## config.mk

```make
export PLATFORM = sky130hd
export DESIGN_NAME = lma_regs
export DESIGN_NICKNAME = d
export VERILOG_FILES = /design/src/logic/lma_pkg.sv /design/src/logic/lma_irq.sv /design/src/logic/lma_launch.sv /design/src/logic/lma_regs.sv
export SDC_FILE = /design/constraint.sdc
export NUM_CORES = 1
export LEC_CHECK = 0
export BUFFER_PORTS_ARGS = -buffer_cell sky130_fd_sc_hd__buf_2
export CORE_ASPECT_RATIO = 1.5
export CORE_MARGIN = 10
export CORE_UTILIZATION = 49
export CTS_CLUSTER_DIAMETER = 100
export DETAILED_ROUTE_END_ITERATION = 6
export GPL_ROUTABILITY_DRIVEN = 1
export GPL_TIMING_DRIVEN = 1
export PLACE_DENSITY = 0.76
export SYNTH_ARGS = -nofsm -noshare
export SYNTH_HDL_FRONTEND = slang
export SYNTH_SLANG_ARGS = --single-unit
export TNS_END_PERCENT = 100
```

## constraint.sdc

```tcl
create_clock -name pclk -period 2.4 [get_ports pclk]
set_clock_uncertainty 0.2 [all_clocks]
set_input_delay 0.12 -clock pclk [delete_from_list [all_inputs] [get_ports pclk]]
set_output_delay 0.12 -clock pclk [all_outputs]
set_load 0.02 [all_outputs]
```

## src/logic/lma_pkg.sv

```systemverilog
package lma_pkg;
   // apb address width and register indexes; byte address is index times four
   localparam int ADDR_W = 12;
   localparam logic [7:0] IDX_ADDR_HIGH = 8'h28;
   localparam logic [7:0] IDX_ADDR_LOW = 8'h29;
   localparam logic [7:0] IDX_OFF_HIGH = 8'h2A;
   localparam logic [7:0] IDX_OFF_LOW = 8'h2B;
   localparam logic [7:0] IDX_CTRL = 8'h2C;
   localparam logic [7:0] IDX_STATUS = 8'h30;
   localparam logic [7:0] IDX_IRQ_STATUS = 8'h31;
   localparam logic [7:0] IDX_IRQ_ENABLE = 8'h32;
   localparam logic [7:0] IDX_IRQ_CLEAR = 8'h33;

   // field positions in the address and offset high bytes, plus the control launch bit and the status busy bit
   localparam int ID_BIT = 7;
   localparam int DIR_BIT = 6;
   localparam int OFF_BIT = 5;
   localparam int IND_BIT = 4;
   localparam int LEN_MSB = 3;
   localparam int LEN_LSB = 2;
   localparam int ENTRY_HI_MSB = 1;
   localparam int OFF_HI_MSB = 6;
   localparam int LAUNCH_BIT = 0;
   localparam int BUSY_BIT = 0;

   // interrupt sources
   localparam int IRQ_DONE = 0;
   localparam int IRQ_ERR = 1;
   localparam int IRQ_N = 2;

   // payload length codes and byte counts
   localparam logic [1:0] LEN_NONE = 2'h0;
   localparam logic [1:0] LEN_TWO = 2'h1;
   localparam logic [1:0] LEN_FOUR = 2'h2;
   localparam logic [1:0] LEN_EIGHT = 2'h3;
   localparam logic [3:0] NBYTES_NONE = 4'h0;
   localparam logic [3:0] NBYTES_TWO = 4'h2;
   localparam logic [3:0] NBYTES_FOUR = 4'h4;
   localparam logic [3:0] NBYTES_EIGHT = 4'h8;

   // reset values
   localparam logic [7:0] RST_BYTE = 8'h00;
   localparam logic ID_VALUE = 1'b1;

   typedef enum logic [0:0] {LMA_IDLE = 1'b0, LMA_BUSY = 1'b1} lma_state_e;

   // byte address of a register index
   function automatic logic [ADDR_W-1:0] byte_addr(input logic [7:0] idx);
      return {2'h0, idx, 2'h0};
   endfunction : byte_addr
endpackage : lma_pkg

```

## src/logic/lma_irq.sv

```systemverilog
`timescale 1ns/1ps
module lma_irq #(
   parameter int N = lma_pkg::IRQ_N
) (
   input wire logic pclk,
   input wire logic presetn,
   input wire logic [N-1:0] set,
   input wire logic en_we,
   input wire logic [N-1:0] en_wdata,
   input wire logic clr_we,
   input wire logic [N-1:0] clr_wdata,
   output logic [N-1:0] status,
   output logic [N-1:0] enable,
   output logic irq
);
   import lma_pkg::*;

   logic [N-1:0] next_status;
   logic [N-1:0] next_enable;
   logic next_irq;

   // sticky bits, a set in the clear cycle wins
   for (genvar i = 0; i < N; i++) begin : g_bit
      assign next_status[i] = set[i] | (status[i] & ~(clr_we & clr_wdata[i]));
   end
   assign next_enable = en_we ? en_wdata : enable;
   assign next_irq = |(next_status & next_enable);

   // state registers
   always_ff @(posedge pclk or negedge presetn) begin
      if (!presetn) begin
         status <= '0;
         enable <= '0;
         irq <= 1'b0;
      end else begin
         status <= next_status;
         enable <= next_enable;
         irq <= next_irq;
      end
   end

   chk_irq_set_wins: assert property (@(posedge pclk) disable iff (!presetn)
      set[0] |=> status[0]) else $error("status bit lost its set");
   chk_irq_level: assert property (@(posedge pclk) disable iff (!presetn)
      irq == |(status & enable)) else $error("irq does not follow status and enable");
endmodule : lma_irq

```

## src/logic/lma_launch.sv

```systemverilog
`timescale 1ns/1ps
module lma_launch (
   input wire logic pclk,
   input wire logic presetn,
   input wire logic launch,
   input wire logic dir_in,
   input wire logic off_mode_in,
   input wire logic ind_in,
   input wire logic [1:0] len_in,
   input wire logic [9:0] entry_in,
   input wire logic [14:0] offset_in,
   input wire logic xfer_done,
   input wire logic xfer_error,
   input wire logic [15:0] xfer_err_code,
   output logic xfer_start,
   output logic xfer_dir,
   output logic xfer_offset_en,
   output logic xfer_indirect,
   output logic [1:0] xfer_len,
   output logic [3:0] xfer_nbytes,
   output logic [9:0] xfer_entry,
   output logic [14:0] xfer_offset,
   output logic busy,
   output logic last_error,
   output logic done_evt,
   output logic err_evt,
   output logic errcode_we,
   output logic [15:0] errcode_data
);
   import lma_pkg::*;

   lma_state_e state, next_state;
   logic next_start, next_dir, next_offset_en, next_indirect, next_last_error;
   logic next_done_evt, next_err_evt, next_errcode_we;
   logic [1:0] next_len;
   logic [3:0] next_nbytes;
   logic [9:0] next_entry;
   logic [14:0] next_offset;
   logic [15:0] next_errcode_data;

   // transfer sequencer, fields frozen at launch
   always_comb begin
      next_state = state;
      next_start = 1'b0;
      next_dir = xfer_dir;
      next_offset_en = xfer_offset_en;
      next_indirect = xfer_indirect;
      next_len = xfer_len;
      next_nbytes = xfer_nbytes;
      next_entry = xfer_entry;
      next_offset = xfer_offset;
      next_last_error = last_error;
      next_done_evt = 1'b0;
      next_err_evt = 1'b0;
      next_errcode_we = 1'b0;
      next_errcode_data = errcode_data;
      case (state)
         LMA_IDLE: begin
            if (launch) begin
               next_state = LMA_BUSY;
               next_start = 1'b1;
               next_dir = dir_in;
               next_offset_en = off_mode_in;
               next_indirect = ind_in;
               next_len = len_in;
               next_entry = entry_in;
               next_offset = off_mode_in ? offset_in : '0;
               case (len_in)
                  LEN_EIGHT: next_nbytes = NBYTES_EIGHT;
                  LEN_FOUR: next_nbytes = NBYTES_FOUR;
                  LEN_TWO: next_nbytes = NBYTES_TWO;
                  default: next_nbytes = NBYTES_NONE;
               endcase
            end
         end
         LMA_BUSY: begin
            if (xfer_done) begin
               next_state = LMA_IDLE;
               next_last_error = xfer_error;
               next_done_evt = 1'b1;
               next_err_evt = xfer_error;
               next_errcode_we = xfer_error;
               next_errcode_data = xfer_error ? xfer_err_code : errcode_data;
            end
         end
         default: next_state = LMA_IDLE;
      endcase
   end

   // sequencer registers
   always_ff @(posedge pclk or negedge presetn) begin
      if (!presetn) begin
         state <= LMA_IDLE;
         xfer_start <= 1'b0;
         xfer_dir <= 1'b0;
         xfer_offset_en <= 1'b0;
         xfer_indirect <= 1'b0;
         xfer_len <= LEN_NONE;
         xfer_nbytes <= NBYTES_NONE;
         xfer_entry <= '0;
         xfer_offset <= '0;
         busy <= 1'b0;
         last_error <= 1'b0;
         done_evt <= 1'b0;
         err_evt <= 1'b0;
         errcode_we <= 1'b0;
         errcode_data <= '0;
      end else begin
         state <= next_state;
         xfer_start <= next_start;
         xfer_dir <= next_dir;
         xfer_offset_en <= next_offset_en;
         xfer_indirect <= next_indirect;
         xfer_len <= next_len;
         xfer_nbytes <= next_nbytes;
         xfer_entry <= next_entry;
         xfer_offset <= next_offset;
         busy <= (next_state == LMA_BUSY);
         last_error <= next_last_error;
         done_evt <= next_done_evt;
         err_evt <= next_err_evt;
         errcode_we <= next_errcode_we;
         errcode_data <= next_errcode_data;
      end
   end
endmodule : lma_launch

```

## src/logic/lma_regs.sv

```systemverilog
// The APB interface to the registers is this design's own decision.
`timescale 1ns/1ps
module lma_regs (
   input wire logic pclk,
   input wire logic presetn,
   input wire logic [lma_pkg::ADDR_W-1:0] paddr,
   input wire logic psel,
   input wire logic penable,
   input wire logic pwrite,
   input wire logic [31:0] pwdata,
   output logic [31:0] prdata,
   output logic pready,
   output logic pslverr,
   output logic xfer_start,
   output logic xfer_dir,
   output logic xfer_offset_en,
   output logic xfer_indirect,
   output logic [1:0] xfer_len,
   output logic [3:0] xfer_nbytes,
   output logic [9:0] xfer_entry,
   output logic [14:0] xfer_offset,
   input wire logic xfer_done,
   input wire logic xfer_error,
   input wire logic [15:0] xfer_err_code,
   output logic errcode_we,
   output logic [15:0] errcode_data,
   output logic irq
);
   import lma_pkg::*;

   // software copies of the long message fields
   logic dir, off_mode, ind;
   logic [1:0] len;
   logic [9:0] entry;
   logic [14:0] offset;
   logic next_dir, next_off_mode, next_ind;
   logic [1:0] next_len;
   logic [9:0] next_entry;
   logic [14:0] next_offset;

   // bus state
   logic [31:0] next_prdata;
   logic next_pready, next_pslverr;
   logic setup, commit, wr, mapped;
   logic sel_addr_high, sel_addr_low, sel_off_high, sel_off_low, sel_ctrl;
   logic sel_status, sel_irq_status, sel_irq_enable, sel_irq_clear;

   // sequencer and interrupt links
   logic launch, busy, last_error, done_evt, err_evt;
   logic [IRQ_N-1:0] irq_set, irq_status, irq_enable;

   // address decode
   assign sel_addr_high = (paddr == byte_addr(IDX_ADDR_HIGH));
   assign sel_addr_low = (paddr == byte_addr(IDX_ADDR_LOW));
   assign sel_off_high = (paddr == byte_addr(IDX_OFF_HIGH));
   assign sel_off_low = (paddr == byte_addr(IDX_OFF_LOW));
   assign sel_ctrl = (paddr == byte_addr(IDX_CTRL));
   assign sel_status = (paddr == byte_addr(IDX_STATUS));
   assign sel_irq_status = (paddr == byte_addr(IDX_IRQ_STATUS));
   assign sel_irq_enable = (paddr == byte_addr(IDX_IRQ_ENABLE));
   assign sel_irq_clear = (paddr == byte_addr(IDX_IRQ_CLEAR));
   assign mapped = sel_addr_high | sel_addr_low | sel_off_high | sel_off_low | sel_ctrl
                 | sel_status | sel_irq_status | sel_irq_enable | sel_irq_clear;

   // apb phases; a write lands only on the completing access edge
   assign setup = psel & ~penable;
   assign commit = psel & penable & pready;
   assign wr = commit & pwrite & mapped;

   // launch strobe from the control register
   assign launch = wr & sel_ctrl & pwdata[LAUNCH_BIT];

   // read mux and ready, prepared in the setup cycle
   always_comb begin
      next_prdata = '0;
      next_pready = 1'b0;
      next_pslverr = 1'b0;
      if (setup) begin
         next_pready = 1'b1;
         next_pslverr = ~mapped;
         if (!pwrite) begin
            if (sel_addr_high) begin
               next_prdata[ID_BIT] = ID_VALUE;
               next_prdata[OFF_BIT] = last_error;
            end else if (sel_off_high) begin
               next_prdata[ID_BIT] = ID_VALUE;
            end else if (sel_status) begin
               next_prdata[BUSY_BIT] = busy;
            end else if (sel_irq_status) begin
               next_prdata[IRQ_N-1:0] = irq_status;
            end else if (sel_irq_enable) begin
               next_prdata[IRQ_N-1:0] = irq_enable;
            end
         end
      end
   end

   // bus answer registers
   always_ff @(posedge pclk or negedge presetn) begin
      if (!presetn) begin
         prdata <= '0;
         pready <= 1'b0;
         pslverr <= 1'b0;
      end else begin
         prdata <= next_prdata;
         pready <= next_pready;
         pslverr <= next_pslverr;
      end
   end

   // field writes; reads never see these values
   always_comb begin
      next_dir = dir;
      next_off_mode = off_mode;
      next_ind = ind;
      next_len = len;
      next_entry = entry;
      next_offset = offset;
      if (wr && sel_addr_high) begin
         next_dir = pwdata[DIR_BIT];
         next_off_mode = pwdata[OFF_BIT];
         next_ind = pwdata[IND_BIT];
         next_len = pwdata[LEN_MSB:LEN_LSB];
         next_entry[9:8] = pwdata[ENTRY_HI_MSB:0];
      end
      if (wr && sel_addr_low) begin
         next_entry[7:0] = pwdata[7:0];
      end
      if (wr && sel_off_high) begin
         next_offset[14:8] = pwdata[OFF_HI_MSB:0];
      end
      if (wr && sel_off_low) begin
         next_offset[7:0] = pwdata[7:0];
      end
   end

   // field registers
   always_ff @(posedge pclk or negedge presetn) begin
      if (!presetn) begin
         dir <= 1'b0;
         off_mode <= 1'b0;
         ind <= 1'b0;
         len <= LEN_NONE;
         entry <= '0;
         offset <= '0;
      end else begin
         dir <= next_dir;
         off_mode <= next_off_mode;
         ind <= next_ind;
         len <= next_len;
         entry <= next_entry;
         offset <= next_offset;
      end
   end

   // transfer sequencer, snapshots fields at launch
   lma_launch u_launch (
      .pclk(pclk),
      .presetn(presetn),
      .launch(launch),
      .dir_in(dir),
      .off_mode_in(off_mode),
      .ind_in(ind),
      .len_in(len),
      .entry_in(entry),
      .offset_in(offset),
      .xfer_done(xfer_done),
      .xfer_error(xfer_error),
      .xfer_err_code(xfer_err_code),
      .xfer_start(xfer_start),
      .xfer_dir(xfer_dir),
      .xfer_offset_en(xfer_offset_en),
      .xfer_indirect(xfer_indirect),
      .xfer_len(xfer_len),
      .xfer_nbytes(xfer_nbytes),
      .xfer_entry(xfer_entry),
      .xfer_offset(xfer_offset),
      .busy(busy),
      .last_error(last_error),
      .done_evt(done_evt),
      .err_evt(err_evt),
      .errcode_we(errcode_we),
      .errcode_data(errcode_data)
   );

   // completion and error events into the interrupt unit
   assign irq_set[IRQ_DONE] = done_evt;
   assign irq_set[IRQ_ERR] = err_evt;

   lma_irq #(.N(IRQ_N)) u_irq (
      .pclk(pclk),
      .presetn(presetn),
      .set(irq_set),
      .en_we(wr & sel_irq_enable),
      .en_wdata(pwdata[IRQ_N-1:0]),
      .clr_we(wr & sel_irq_clear),
      .clr_wdata(pwdata[IRQ_N-1:0]),
      .status(irq_status),
      .enable(irq_enable),
      .irq(irq)
   );

   // checks on reads
   chk_id_bit_high: assert property (@(posedge pclk) disable iff (!presetn)
      commit && !pwrite && (sel_addr_high || sel_off_high) |-> prdata[ID_BIT])
      else $error("identification bit did not read as one");
   chk_offset_wo: assert property (@(posedge pclk) disable iff (!presetn)
      commit && !pwrite && (sel_off_low || sel_addr_low) |-> prdata == '0)
      else $error("write-only register returned data");
   chk_error_read: assert property (@(posedge pclk) disable iff (!presetn)
      commit && !pwrite && sel_addr_high |-> prdata[OFF_BIT] == $past(last_error))
      else $error("offset mode flag does not report last error");

   // checks on capture and transfer
   chk_launch_capture: assert property (@(posedge pclk) disable iff (!presetn)
      launch && !busy |=> xfer_start && xfer_dir == $past(dir)
         && xfer_indirect == $past(ind) && xfer_entry == $past(entry))
      else $error("launch did not capture the fields");
   chk_offset_gate: assert property (@(posedge pclk) disable iff (!presetn)
      xfer_start |-> (xfer_offset_en ? 1'b1 : xfer_offset == '0)
         && (xfer_offset_en == $past(off_mode)))
      else $error("offset sent without offset mode");
   chk_len_bytes: assert property (@(posedge pclk) disable iff (!presetn)
      xfer_start |-> xfer_nbytes == ((xfer_len == LEN_EIGHT) ? NBYTES_EIGHT
         : (xfer_len == LEN_FOUR) ? NBYTES_FOUR
         : (xfer_len == LEN_TWO) ? NBYTES_TWO : NBYTES_NONE))
      else $error("byte count does not match length code");
   chk_entry_split: assert property (@(posedge pclk) disable iff (!presetn)
      wr && sel_addr_high |=> entry[9:8] == $past(pwdata[ENTRY_HI_MSB:0])
         && entry[7:0] == $past(entry[7:0]))
      else $error("entry high bits not taken from high byte");
   chk_hold_busy: assert property (@(posedge pclk) disable iff (!presetn)
      busy && !xfer_done |=> $stable(xfer_entry) && $stable(xfer_offset)
         && $stable(xfer_len) && $stable(xfer_dir))
      else $error("transfer fields changed while busy");
   chk_errcode_out: assert property (@(posedge pclk) disable iff (!presetn)
      busy && xfer_done && xfer_error |=> errcode_we
         && errcode_data == $past(xfer_err_code) && last_error)
      else $error("error code not delivered to payload bytes");
   chk_ind_capture: assert property (@(posedge pclk) disable iff (!presetn)
      launch && !busy |=> xfer_indirect == $past(ind))
      else $error("indirect select not captured");
   chk_ready_one: assert property (@(posedge pclk) disable iff (!presetn)
      psel && !penable |=> pready)
      else $error("apb answer not given in the access cycle");
endmodule : lma_regs

```

==> out/results.tsv <==
metric	value	unit
die_y	132.5	um
status	finished, final reports clean	
post-synth-top-count-cell	dfrtp_1	
clock-sinks	95	
worst_pin_slew	715.7	ps
synth_edf_count	0	
fill_cells	663	
fin_area	0.005286	sq mm
die_w	95.03	um
cp_slowest_stage_delay	540	ps
cp_max_fo	16	
globalplace.congestion	0.8400	
path_clk_slew	60	ps
rows	41	
hold_violations	0	
dpl.hpwl	6.495	mm
timing.final.crit_share	0.9555	
cts_buffers	9	
grt_start_max_net_pins	96	
cts_buffer_depth	2	
synthTopCellsByCount	dfrtp_1 (95), mux2_2 (53), buf_4 (31)	
initial_core_util	0.4979	
internal-power	2.480	mW
p_leak	2.759	nW
coreArea	0.008310	sq mm
grt_busiest_layer	met2	
drive_above_1_share	0.4254	
drv_slew	0	
drt_first_pass_iters	4	
finalSetupViolations	0	
netlist_area	0.004138	sq mm
grt_pass1_wl	14.90	mm
synth-simple-area-share	0.09102	
crit_path_start_kind	input pin	
dieArea	0.01260	sq mm
max_slew_margin	0.5217	
routed_wl	9.221	mm
synthDistinctLibCells	39	
cts_tree	done	
cts_root_buffer	clkbuf_16	
drc_errors	0	
cts_setup_buffers	0	
num_antenna_cells	0	
synth_adder_area_share	0	
synth_flop_cell	dfrtp_1	
htree_levels	3	
p_seq_frac	0.510	
antenna_left	0	
async_reset_ff_frac	1.000	
met1_usage	0.1546	
rsz0062_at_grt	no	
cp.required	2420	ps
p_switching	0.7260	mW
path_cells	dlygate4sd3_1 > buf_2 > nor4b_2 > nand4_1 > nor4b_4 > buf_6 > mux2_4	
antenna_found_initial	0	
use_met3	0.06342	
synth-seq-area-share	0.5745	
synthTopCellsByArea	dfrtp_1 (57%), mux2_2 (14%), buf_4 (5.6%), mux2_4 (4.4%), mux2i_1 (3.9%)	
yosysWarningCount	0	
grt_use_total	0.1500	
fin_crit	2293	ps
first_global_vias	3009	
tns	0	ps
drt-wirelength-per-cell	16.58	um
ys_ff_latch	95	
p_clk_frac	0.411	
synth_area_per_cell	13.66	sq um
synth_cells	303	
viasPerCell	4.800	
vdd_drop_max	431.0	uV
pwr-share-comb	0.079	
power_density	606.6	mW/mm^2
hold_class	input pin to flip-flop	
worstSkewPairLatency	340	ps
nets	511	
synth_top_family_by_area	multiplexers	
yosysTopAreaCellShare	0.5745	
drv_cap	0	
place_area	0.004654	sq mm
maxClockFrequency	436.1	MHz
critPathBufInv	3	
use_met2	0.2577	
crit_slowest_cell	dlygate4sd3_1	
ios	154	
end_kind	flip-flop	
synth_xor_xnor_area_share	0	
power	3.206	mW
crit_family	buffers and inverters	
dr_total_vias	2669	
grt_overflow_total	0	
synth_compound_area_frac	0.01542	
crit_arrival	2310	ps
synth_top_area_cell	dfrtp_1	
io_buffers	100	
syn2layout_area_growth	27.76	%
synth_mux_area_frac	0.2265	
drt_first_iter_violations	112	
sw_frac_of_total	0.2264	
worstSetupPathType	input pin to flip-flop	
-- what timing repair did --
item	4_1_cts	5_1_grt
hold endpoints to repair	153	0
hold buffers	35	0
setup endpoints to repair	0	7
gates resized for setup	0	1
-- path summary, 6_finish.rpt --
path | startpoint | depth (start not counted) | slack (ps) | to
setup / recovery | paddr[3] | 7 | 110 | u_launch.xfer_indirect
hold / removal | paddr[2] | 3 | 40 | prdata[0]
setup reg to reg | pready | 4 | 340 | entry[6]
hold reg to reg | u_launch.errcode_data[10] | 1 | 300 | u_launch.errcode_data[10]
max in group asynchronous | presetn | 3 | 1440 | prdata[5]
min in group asynchronous | presetn | 3 | 190 | u_launch.xfer_entry[4]
-- routing by layer --
| layer | wire [um] | up-vias | part of all wire |
|---|---|---|---|
| met2 | 4888 | 86 | 0.53 |
| met5 | 0 | - | 0 |
| met3 | 787 | 15 | 0.085 |
| met1 | 3325 | 1309 | 0.36 |
| met4 | 219 | 0 | 0.024 |
| li1 | - | 1259 | - |
-- worst reg2reg max path: cells and delay by family (launching register included) --
kind / cells / cell delay [ps]
and+or+nand+nor: 3 / 960
muxes: 1 / 400
DFF: 1 / 390
-- cells in the final DEF (no fill, tap or decap), types with 3 or more instances in the layout --
cell	instances
buf_2	99
buf_4	4
clkbuf_16	9
conb_1	29
dfrtp_1	95
dlygate4sd3_1	35
inv_1	20
mux2_2	53
mux2_4	12
mux2i_1	16
nand2_1	20
nand2b_1	3
nand4_1	5
nor2b_1	7
o21ai_0	3
-- power groups by stage --
| stage | Clock (mW) | Combinational, mW | Sequential (mW) |
|---|---|---|---|
| 2_1_floorplan | 0 | 0.115 | 1.69 |
| 3_3_place_gp | 0 | 0.206 | 1.66 |
| 3_5_place_dp | 0 | 0.212 | 1.66 |
| 4_1_cts | 1.35 | 0.254 | 1.63 |
| 5_1_grt | 1.43 | 0.279 | 1.64 |
| 6_report | 1.32 | 0.255 | 1.63 |
-- per-stage QoR --
stage / setup slack (ps) / hold WS (ps) / std cells / utilization
final: 106.7 / 44.40 / 556 / 0.6361
after global routing: 42.62 / 68.50 / 556 / 0.6361
after CTS: 45.41 / 26.26 / 556 / 0.6357
after detailed placement: 244.3 / 8.649 / 505 / 0.5601
after global placement: 269.4 / 1.470 / 505 / 0.5601
after floorplan: 523.2 / -375.6 / 331 / -
-- flip-flops by register name, summed over array words and instances (netlist names), 2 cells and up --
signal,count
entry,10
len,2
offset,15
prdata,4
u_irq.enable,2
u_irq.status,2
u_launch.errcode_data,16
u_launch.xfer_entry,10
u_launch.xfer_len,2
u_launch.xfer_nbytes,3
u_launch.xfer_offset,15
-- final cells by class --
class                           count  area (sq um)  share of cell area
Inverter                           20         75.07             0.01420
Clock buffer                       13         260.3             0.04923
Multi-Input combinational cell    177          1495              0.2828
Timing Repair Buffer              141         927.1              0.1754
Sequential cell                    95          2377              0.4497
Tap cell                          107         133.9             0.02533
Clock inverter                      3         17.52            0.003314
-- cell families after synthesis --
| kind of cell | count (synthesis) |
|---|---|
| DFF | 95 |
| AOI/OAI and AO/OA | 9 |
| other | 1 |
| and+or+nand+nor | 58 |
| muxes | 81 |
| buffers and inverters | 59 |
Power figures use the tool's default switching activity.
